**config.mk**
```make
export PLATFORM = sky130hd
export DESIGN_NAME = piso_shift_register_8bit
export DESIGN_NICKNAME = d
export VERILOG_FILES = /design/src/rtl/piso_pkg.sv /design/src/rtl/piso_shift_register_8bit.sv
export SDC_FILE = /design/constraint.sdc
export NUM_CORES = 1
export LEC_CHECK = 0
export BUFFER_PORTS_ARGS = -buffer_cell sky130_fd_sc_hd__buf_2
export CAP_MARGIN = 40
export CORE_MARGIN = 2
export CORE_UTILIZATION = 25
export CTS_BUF_LIST = sky130_fd_sc_hd__clkbuf_4 sky130_fd_sc_hd__clkbuf_8
export CTS_CLUSTER_SIZE = 25
export DETAILED_ROUTE_END_ITERATION = 6
export HOLD_SLACK_MARGIN = 0.03
export SLEW_MARGIN = 20
export SYNTH_ARGS = -nofsm -noshare
export SYNTH_HDL_FRONTEND = slang
export SYNTH_SLANG_ARGS = --single-unit
export TNS_END_PERCENT = 30
```
**constraint.sdc**
```tcl
create_clock -name sys_clk_i -period 3.8 [get_ports sys_clk_i]
set_input_delay 0.19 -clock sys_clk_i [delete_from_list [all_inputs] [get_ports sys_clk_i]]
set_output_delay 0.19 -clock sys_clk_i [all_outputs]
set_load 0.02 [all_outputs]
```
**src/rtl/piso_pkg.sv**
```systemverilog
// constants shared by the parallel-load shift register block
package piso_pkg;
    localparam int STAGE_COUNT = 8;
    localparam logic [7:0] STAGE_RESET = 8'h00;
    localparam int FIFO_WIDTH = 8;
    localparam int FIFO_DEPTH = 16;
    localparam int FIFO_PTR_W = 4;
    localparam int FIFO_CNT_W = 5;
endpackage

```
**src/rtl/piso_shift_register_8bit.sv**
```systemverilog
// eight-stage parallel/serial-in serial-out shift register with input fifo
//
// Overview of operation
// - Eight stages form a chain, the first fed by serial or parallel data, the last driving the serial output.
// - With shift selected and clocking enabled, each effective edge shifts serial data into the first stage.
// - With load selected, the next effective edge captures the next queued eight-bit word, if one is waiting, and ignores serial data.
// - Apart from clear, stages change only on a rising edge of the NOR of the clock input and the inhibit input.
// - Either gating input held high freezes the stages; held low, the other input acts as clock.
// - A low clear forces all stages and the serial output to zero regardless of other inputs.
`timescale 1ns/1ps

////////////////////////////////////////////////////////////////////////////////
module piso_fifo #(
    parameter int WIDTH = 8,
    parameter int DEPTH = 16,
    parameter int PTR_W = 4,
    parameter int CNT_W = 5
) (
    // clock and reset
    input wire logic sys_clk_i,
    input wire logic rst_i,
    // fill side
    input wire logic in_valid_i,
    output logic in_ready_o,
    input wire logic [WIDTH-1:0] in_data_i,
    // drain side
    output logic out_valid_o,
    input wire logic out_ready_i,
    output logic [WIDTH-1:0] out_data_o
);
    logic [WIDTH-1:0] mem_reg [DEPTH];
    logic [PTR_W-1:0] wr_ptr_reg;
    logic [PTR_W-1:0] rd_ptr_reg;
    logic [CNT_W-1:0] count_reg;
    logic push;
    logic pop;

    assign in_ready_o = (count_reg != CNT_W'(DEPTH));
    assign out_valid_o = (count_reg != '0);
    assign push = in_valid_i && in_ready_o;
    assign pop = out_valid_o && out_ready_i;
    assign out_data_o = mem_reg[rd_ptr_reg];

    always_ff @(posedge sys_clk_i) begin
        if (push) begin
            mem_reg[wr_ptr_reg] <= in_data_i;
        end
    end

    always_ff @(posedge sys_clk_i) begin
        if (rst_i) begin
            wr_ptr_reg <= '0;
            rd_ptr_reg <= '0;
            count_reg <= '0;
        end else begin
            if (push) begin
                wr_ptr_reg <= wr_ptr_reg + PTR_W'(1);
            end
            if (pop) begin
                rd_ptr_reg <= rd_ptr_reg + PTR_W'(1);
            end
            if (push && !pop) begin
                count_reg <= count_reg + CNT_W'(1);
            end else if (pop && !push) begin
                count_reg <= count_reg - CNT_W'(1);
            end
        end
    end
endmodule

////////////////////////////////////////////////////////////////////////////////
module piso_shift_register_8bit
    import piso_pkg::*;
(
    // clock and reset
    input wire logic sys_clk_i,
    input wire logic rst_i,
    // broadside words, queued ahead of the register
    input wire logic par_valid_i,
    output logic par_ready_o,
    input wire logic [7:0] par_data_i,
    // pins from the driving logic
    input wire logic shift_or_load_select_i,
    input wire logic serial_data_in_i,
    input wire logic clock_in_i,
    input wire logic clock_inhibit_i,
    input wire logic clear_n_i,
    // serial result
    output logic last_stage_serial_out_o,
    output logic first_stage_value_o
);
    logic [1:0] sel_sync_reg;
    logic [1:0] ser_sync_reg;
    logic [1:0] clk_sync_reg;
    logic [1:0] inh_sync_reg;
    logic [1:0] clr_sync_reg;
    logic gate_prev_reg;
    logic [7:0] stage_reg;
    logic gated_clk;
    logic edge_hit;
    logic clear_act;
    logic fifo_valid;
    logic fifo_ready;
    logic [7:0] fifo_data;

    // pins are asynchronous to sys_clk; two flops each before use
    always_ff @(posedge sys_clk_i) begin
        if (rst_i) begin
            sel_sync_reg <= 2'h0;
            ser_sync_reg <= 2'h0;
            clk_sync_reg <= 2'h0;
            inh_sync_reg <= 2'h3;
            clr_sync_reg <= 2'h0;
        end else begin
            sel_sync_reg <= {sel_sync_reg[0], shift_or_load_select_i};
            ser_sync_reg <= {ser_sync_reg[0], serial_data_in_i};
            clk_sync_reg <= {clk_sync_reg[0], clock_in_i};
            inh_sync_reg <= {inh_sync_reg[0], clock_inhibit_i};
            clr_sync_reg <= {clr_sync_reg[0], clear_n_i};
        end
    end

    assign gated_clk = ~(clk_sync_reg[1] | inh_sync_reg[1]);
    assign clear_act = ~clr_sync_reg[1] | ~clear_n_i;

    always_ff @(posedge sys_clk_i) begin
        if (rst_i) begin
            gate_prev_reg <= 1'b1;
        end else begin
            gate_prev_reg <= gated_clk;
        end
    end

    // apart from clear, a rising edge of the NOR output is the only event that moves stages
    assign edge_hit = gated_clk && !gate_prev_reg;

    piso_fifo #(
        .WIDTH(FIFO_WIDTH),
        .DEPTH(FIFO_DEPTH),
        .PTR_W(FIFO_PTR_W),
        .CNT_W(FIFO_CNT_W)
    ) u_fifo (
        .sys_clk_i(sys_clk_i),
        .rst_i(rst_i),
        .in_valid_i(par_valid_i),
        .in_ready_o(par_ready_o),
        .in_data_i(par_data_i),
        .out_valid_o(fifo_valid),
        .out_ready_i(fifo_ready),
        .out_data_o(fifo_data)
    );

    // a load consumes one queued word; an empty queue leaves the stages as they are
    assign fifo_ready = edge_hit && !clear_act && !sel_sync_reg[1];

    // limitation: clear also uses the raw pin so it acts without waiting
    always_ff @(posedge sys_clk_i) begin
        if (rst_i) begin
            stage_reg <= STAGE_RESET;
        end else if (clear_act) begin
            stage_reg <= STAGE_RESET;
        end else if (edge_hit) begin
            if (sel_sync_reg[1]) begin
                stage_reg <= {stage_reg[6:0], ser_sync_reg[1]};
            end else if (fifo_valid) begin
                stage_reg <= fifo_data;
            end
        end
    end

    // output is masked combinationally so clear reaches it at once
    assign last_stage_serial_out_o = stage_reg[STAGE_COUNT-1] & clear_n_i;
    assign first_stage_value_o = stage_reg[0] & clear_n_i;

    ////////////////////////////////////////////////////////////////////////////
    clear_zeroes_a: assert property (@(posedge sys_clk_i) disable iff (rst_i)
        !clear_n_i |=> stage_reg == 8'h00)
        else $error("clear did not zero stages");
    out_clear_a: assert property (@(posedge sys_clk_i) disable iff (rst_i)
        !clear_n_i |-> !last_stage_serial_out_o)
        else $error("serial out high during clear");
    shift_move_a: assert property (@(posedge sys_clk_i) disable iff (rst_i)
        edge_hit && !clear_act && sel_sync_reg[1]
        |=> stage_reg == {$past(stage_reg[6:0]), $past(ser_sync_reg[1])})
        else $error("shift did not advance");
    load_take_a: assert property (@(posedge sys_clk_i) disable iff (rst_i)
        edge_hit && !clear_act && !sel_sync_reg[1] && fifo_valid
        |=> stage_reg == $past(fifo_data))
        else $error("load did not capture word");
    empty_hold_a: assert property (@(posedge sys_clk_i) disable iff (rst_i)
        edge_hit && !clear_act && !sel_sync_reg[1] && !fifo_valid |=> $stable(stage_reg))
        else $error("load from empty queue changed stages");
    hold_noedge_a: assert property (@(posedge sys_clk_i) disable iff (rst_i)
        !edge_hit && !clear_act |=> $stable(stage_reg))
        else $error("stages moved without edge");
    nor_edge_a: assert property (@(posedge sys_clk_i) disable iff (rst_i)
        edge_hit |-> !clk_sync_reg[1] && !inh_sync_reg[1]
            && $past(clk_sync_reg[1] | inh_sync_reg[1]))
        else $error("edge without rising gated clock");
    inhibit_hold_a: assert property (@(posedge sys_clk_i) disable iff (rst_i)
        inh_sync_reg[1] && !clear_act |=> $stable(stage_reg))
        else $error("stages moved while inhibited");
    chain_end_a: assert property (@(posedge sys_clk_i) disable iff (rst_i)
        clear_n_i |-> last_stage_serial_out_o == stage_reg[7])
        else $error("output not last stage");
    clear_first_a: assert property (@(posedge sys_clk_i) disable iff (rst_i)
        edge_hit && clear_act |=> stage_reg == 8'h00)
        else $error("edge beat clear");

    shift_seen_c: cover property (@(posedge sys_clk_i) disable iff (rst_i)
        edge_hit && sel_sync_reg[1] && !clear_act);
    load_seen_c: cover property (@(posedge sys_clk_i) disable iff (rst_i)
        fifo_ready && fifo_valid);
    fifo_full_c: cover property (@(posedge sys_clk_i) disable iff (rst_i)
        !par_ready_o);
    inhibit_seen_c: cover property (@(posedge sys_clk_i) disable iff (rst_i)
        inh_sync_reg[1] && clk_sync_reg[1] == 1'b0);
    clear_edge_c: cover property (@(posedge sys_clk_i) disable iff (rst_i)
        edge_hit && clear_act);
endmodule

```
=== Word level (Yosys, flattened, before mapping) ===
Memory sizes are Yosys's and may differ from the RTL's. A register that Yosys moved wholly into a read port is not among the register bits.
Index checks and enable logic that the tools add are counted.

* Eq/ne operators: 1
* Mux-type cells: 8
* $mul: 0
* Divide/modulo/power cells: 0
* Shift-type cells: 0
* Reductions and logical operators: 17
* $lt $le $gt $ge: 0
* Add/subtract/negate cells: 4
* Bitwise gates (word level): 7

{| class="wikitable"
|+ Operator list
! kind !! count
|-
| $mux W8 || 2
|-
| $mux W5 || 2
|-
| $add A4 B1 Y4 const B || 2
|-
| $mux W4 || 2
|-
| $logic_and A1 B1 Y1 || 7
|-
| $add A5 B1 Y5 const B || 1
|-
| $logic_not A1 Y1 || 5
|-
| $ne A5 B5 Y1 const B || 1
|-
| $reduce_bool A5 Y1 || 1
|-
| $sub A5 B1 Y5 const B || 1
|-
| $reduce_bool A2 Y1 || 2
|-
| $not A1 Y1 || 3
|-
| $and A1 B1 Y1 || 2
|-
| $mux W1 || 2
|-
| $or A1 B1 Y1 || 2
|-
| $reduce_and A2 Y1 || 1
|-
| $reduce_or A2 Y1 || 1
|}

* ROM bits: 0
* Word-level logic and storage cells: 48
* Output and inout port bits: 3
* Memories: 1
* Latch bits: 0
* Register bits: 32
* Bits in writable memories: 128
* Input bits: 16

{| class="wikitable"
|+ Memory list
! memory !! depth !! width !! rd ports !! clocked after Yosys merged registers in !! wr ports !! RTL line !! text
|-
| u_fifo.mem_reg || 16 || 8 || 1 || 1 || 1 || piso_shift_register_8bit.sv:31 || <nowiki>logic [WIDTH-1:0] mem_reg [DEPTH];</nowiki>
|}

=== Depth between registers and ports, before layout ===
* Word-level depth: 9
* Depth in mapped cells: 11
* Mapped depth without buffers: 11

=== Hierarchy ===
Synthesis repeated with hierarchy kept, for this count alone.

* Cell total of the unflattened synthesis: 374
* Area, all modules: 6533.8 um2

{| class="wikitable"
|+ Modules (own cells, without submodules)
! module !! area an instance (um2) !! cells each !! times used !! seq. area each (um2)
|-
| piso_fifo || 5769.3 || 309 || 1 || 4184.0
|-
| piso_shift_register_8bit || 764.5 || 65 || 1 || 380.4
|}

=== Worst setup path after synthesis ===
No wires, ideal clock.

* Path kind: reg-to-reg
* From: register inh_sync_reg[1]
* To: register u_fifo.count_reg[4]
* Buffers on the path: 0
* Data required time: 3.730 ns
* Arrival time: 2.648 ns
* Setup slack: 1.081 ns
* Period minus slack after synthesis: 2.719 ns
* Stages on the path, launching flop included: 12
* Setup time: 0.070 ns
* Cells stage by stage: dfxtp_1 > or3_1 > a2111oi_4 > inv_2 > ha_1 > inv_1 > ha_1 > a21o_1 > a21oi_1 > xnor2_1 > or3_1 > a21oi_1

* Word-level cells in the longest chain between the ends: 9
* Elaborated cells between the ends (all ways): 11
* Those cells by class: mux (1); bitwise (2); reduce/logical (8)

{| class="wikitable"
|+ Ends and longest elaborated chain
! what !! RTL line !! text
|-
| from (decl) || piso_shift_register_8bit.sv:95 || <nowiki>logic [1:0] inh_sync_reg;</nowiki>
|-
| from (signal assigned) || piso_shift_register_8bit.sv:118 || <nowiki>inh_sync_reg <= {inh_sync_reg[0], clock_inhibit_i};</nowiki>
|-
| $or A1 B1 Y1 * || piso_shift_register_8bit.sv:123 || <nowiki>assign gated_clk = ~(clk_sync_reg[1] | inh_sync_reg[1]);</nowiki>
|-
| $not A1 Y1 * || piso_shift_register_8bit.sv:123 ||
|-
| $logic_and A1 B1 Y1 * || piso_shift_register_8bit.sv:135 || <nowiki>assign edge_hit = gated_clk && !gate_prev_reg;</nowiki>
|-
| $logic_and A1 B1 Y1 * (2 in series) || piso_shift_register_8bit.sv:154 || <nowiki>assign fifo_ready = edge_hit && !clear_act && !sel_sync_reg[1];</nowiki>
|-
| $logic_and A1 B1 Y1 * || piso_shift_register_8bit.sv:41 || <nowiki>assign pop = out_valid_o && out_ready_i;</nowiki>
|-
| $logic_not A1 Y1 || piso_shift_register_8bit.sv:62 || <nowiki>if (push && !pop) begin</nowiki>
|-
| $logic_and A1 B1 Y1 || piso_shift_register_8bit.sv:62 ||
|-
| $mux W5 or $reduce_bool A2 Y1 (tied branches) || -- ||
|-
| to (signal assigned) || piso_shift_register_8bit.sv:63 || <nowiki>count_reg <= count_reg + CNT_W'(1);</nowiki>
|-
| to (signal assigned) || piso_shift_register_8bit.sv:65 || <nowiki>count_reg <= count_reg - CNT_W'(1);</nowiki>
|-
| to (decl) || piso_shift_register_8bit.sv:34 || <nowiki>logic [CNT_W-1:0] count_reg;</nowiki>
|}

Mark *: on every way between the ends. The rest lies on a longest branch, timed or not.
A chain may end at the register's enable or synchronous reset.

=== Final worst setup path ===
Same ends and word-level chain as after synthesis.

==> key figures <==
Status
  – Status: completed

STA
  – F_max: 0.344 GHz
  – Final setup viols: 0
  – Fin. Hold Viols: 0
  – Setup TNS: 0 ns
  – Final setup skew: 0.0156 ns
  – Final Cycle Share: 0.766
  – Unrepaired setup endpoints after global routing: no
  – Tmin final: 2.91 ns
  – Max Slew Vio Count: 0
  – Normalized max-slew margin: 0.606
  – Slew @ Worst Pin: 0.591 ns

Synth
  – Yosys top cell by area: edfxtp_1
  – Dominant cell by count in the synthesized netlist: edfxtp_1
  – Yosys reg bits: 164
  – Synth Instances: 373
  – Post-synth top cells: 128 x edfxtp_1, 36 x dfxtp_1, 34 x nor2_1
  – Netlist Area Pre-Place: 6520 µm²
  – Synth cell types: 41
  – Count of yosys warnings during synthesis: 0
  – Mapped Avg Cell Area: 17.5 µm²
  – Top_reg_cell synth: edfxtp_1
  – Syn Nets: 399
  – Synth area leaders: edfxtp_1 59%, dfxtp_1 11%, mux4_2 6.9%, mux4_1 4.8%, nor2_1 2.0%
  – Post-synth EDFFs: 128
  – Post-synth top area share: 0.589
  – Post-synth ARST share: 0
  – Post-synthesis sequential area ratio: 0.700

Route
  – Via density: 4.26
  – Post-DRT Antenna Nets: 0
  – Wire per inst: 16.1 µm
  – Total number of vias: 3262
  – Post-Route WL: 12.3 mm
  – Pre-antenna DRT Iters: 4
  – # DRC: 0
  – Iter 0 DRT Violations: 176

Global routing
  – First-pass GRT wire length: 19.3 mm
  – Largest net degree at the start of global routing: 28
  – Initial antenna violation count: 0
  – Grt total ovfl: 0
  – Vias in the first global route: 3401
  – Global-route usage over all layers: 0.0969

Final layout
  – Fillers: 2540
  – Post-Layout Cell Count: 766
  – Area grow syn2layout: 16.4%
  – Largest register FFs: 128
  – Ant. Diodes: 0
  – Share of cells above drive strength 1: 0.260
  – Layout Nets: 444

Worst setup path
  – Crit Path Category: reg2reg
  – CP max-delay cell: a2111oi_4
  – Crit path max fanout: 5
  – Slowest stage delay, CP: 0.48 ns
  – Top delay family on crit path: compound AO/OA/AOI/OAI gates
  – CP Buf/Inv Count: 2
  – Critical Path AT: 3.31 ns
  – Critical Path RT: 4.19 ns
  – CP Launch Type: flip-flop
  – Crit end category: flip-flop
  – Critical Path, Cell by Cell: or3_1 > a2111oi_4 > inv_2 > ha_1 > inv_1 > ha_1 > a21o_1 > a21oi_1 > xnor2_1 > or3_1 > a21oi_1

Die
  – Initial core utilization: 0.252
  – Die Wd: 166 µm
  – Core Area: 25800 µm²
  – IO Count: 19
  – Die span in y: 166 µm
  – Die ar.: 27400 µm²
  – Site Rows: 59

Placement
  – Dpl hpwl: 8.20 mm
  – GP Congestion: 0.710
  – Cells after DPL: 721
  – I/O Buffers: 18

Clocking
  – CTS tree: built
  – Clk sinks: 164
  – Worst-skew pair later-pin latency: 0.46 ns
  – Total setup buffers inserted after CTS: 0
  – H-tree depth: 4
  – Bufs on Longest Clock Path: 2
  – CTS root buf: clkbuf_8
  – Num CTS Buffers: 17
  – Clk slew on worst S/H paths: 0.10 ns

Job
  – # Max-Cap Violations: 0

Pwr
  – Power Density: 496 nW/µm²
  – P_leak: 2.45 nW
  – Max IR drop VDD: 0.000206 V

Hold path
  – Hold crit path type: in2reg
final timing paths:
kind	startpoint	end	slack, ns	depth (start not counted)
setup / recovery	inh_sync_reg[1]	u_fifo.count_reg[4]	0.89	11
hold / removal	par_data_i[6]	u_fifo.mem_reg[1][6]	0.12	1
setup reg to reg	inh_sync_reg[1]	u_fifo.count_reg[4]	0.89	11
hold reg to reg	clk_sync_reg[1]	gate_prev_reg	0.43	1
kinds of logic (layout without fill, tap and decap cells):
| group | count (synthesis) | count (layout) | share of synthesized area |
|---|---|---|---|
| adder cells (fa/ha/maj) | 10 | 10 | 0.0203 |
| buffers and inverters | 25 | 83 | 0.0221 |
| multiplexers | 50 | 50 | 0.147 |
| flip-flops | 164 | 164 | 0.700 |
| XOR/XNOR | 10 | 10 | 0.0134 |
| AO/OA/AOI/OAI | 37 | 37 | 0.0407 |
| AND/OR/NAND/NOR | 77 | 77 | 0.0570 |
layer usage:
metal  up-vias  wire [µm]  global-route usage
li1       1531          -                   -
met1      1648       4950               0.112
met2        66       6580               0.173
met3        17        568              0.0267
met4         0        196              0.0329
met5         -          0                   0
cell type report:
cell class              instances  area (µm²)  area share
flip-flops and latches        164        4560       0.601
multi-input cells             184        1810       0.239
well taps                     335         419      0.0552
inverters                       6        22.5     0.00297
clock inverters                15         219      0.0289
repair buffers                 45         317      0.0417
clock buffers                  17         234      0.0308
per-stage QoR:
stage / hold slack (ns) / total power, mW / util / worst slack (ns) / cell area, µm²
final: 0.118 / 3.76 / 0.294 / 0.889 / 7590
after global routing: 0.0965 / 3.92 / 0.294 / 0.690 / 7590
after CTS: 0.0932 / 3.79 / 0.291 / 0.876 / 7520
after detailed placement: 0.376 / 2.39 / 0.272 / 0.891 / 7020
after global placement: 0.375 / 2.36 / 0.270 / 0.940 / 6970
after floorplan: 0.289 / 2.28 / - / 1.08 / 6520
cells in the final DEF, fill, tap and decap left out, types with 3 or more instances in the layout:
cell type and count:
edfxtp_1 128, dfxtp_1 36, nor2_1 34, mux4_2 20, buf_4 20, nand2_1 18
buf_2 18, clkbuf_8 17, mux4_1 12, mux2i_1 10, o21ai_0 9, ha_1 9
nor2b_1 8, mux2_2 8, o21ai_1 8, a21oi_1 6, inv_1 5, xnor2_1 5
xor2_1 5, dlygate4sd3_1 5, nor3_1 4, a211oi_2 4, a211oi_1 4, inv_6 4
bufinv_16 4, inv_8 3
power by group:
part	internal (mW)	leakage (nW)	switching, mW	total [mW]
Combinational	0.133	0.772	0.183	0.316
Sequential	1.99	1.45	0.0417	2.03
Clock	0.738	0.227	0.675	1.41
what timing repair did:
action	in CTS	in global routing
endpoints found under the setup margin	0	0
gates resized for setup	0	0
hold buffers	5	0
hold endpoints to repair	5	0
(Power assumes the default switching activity.)
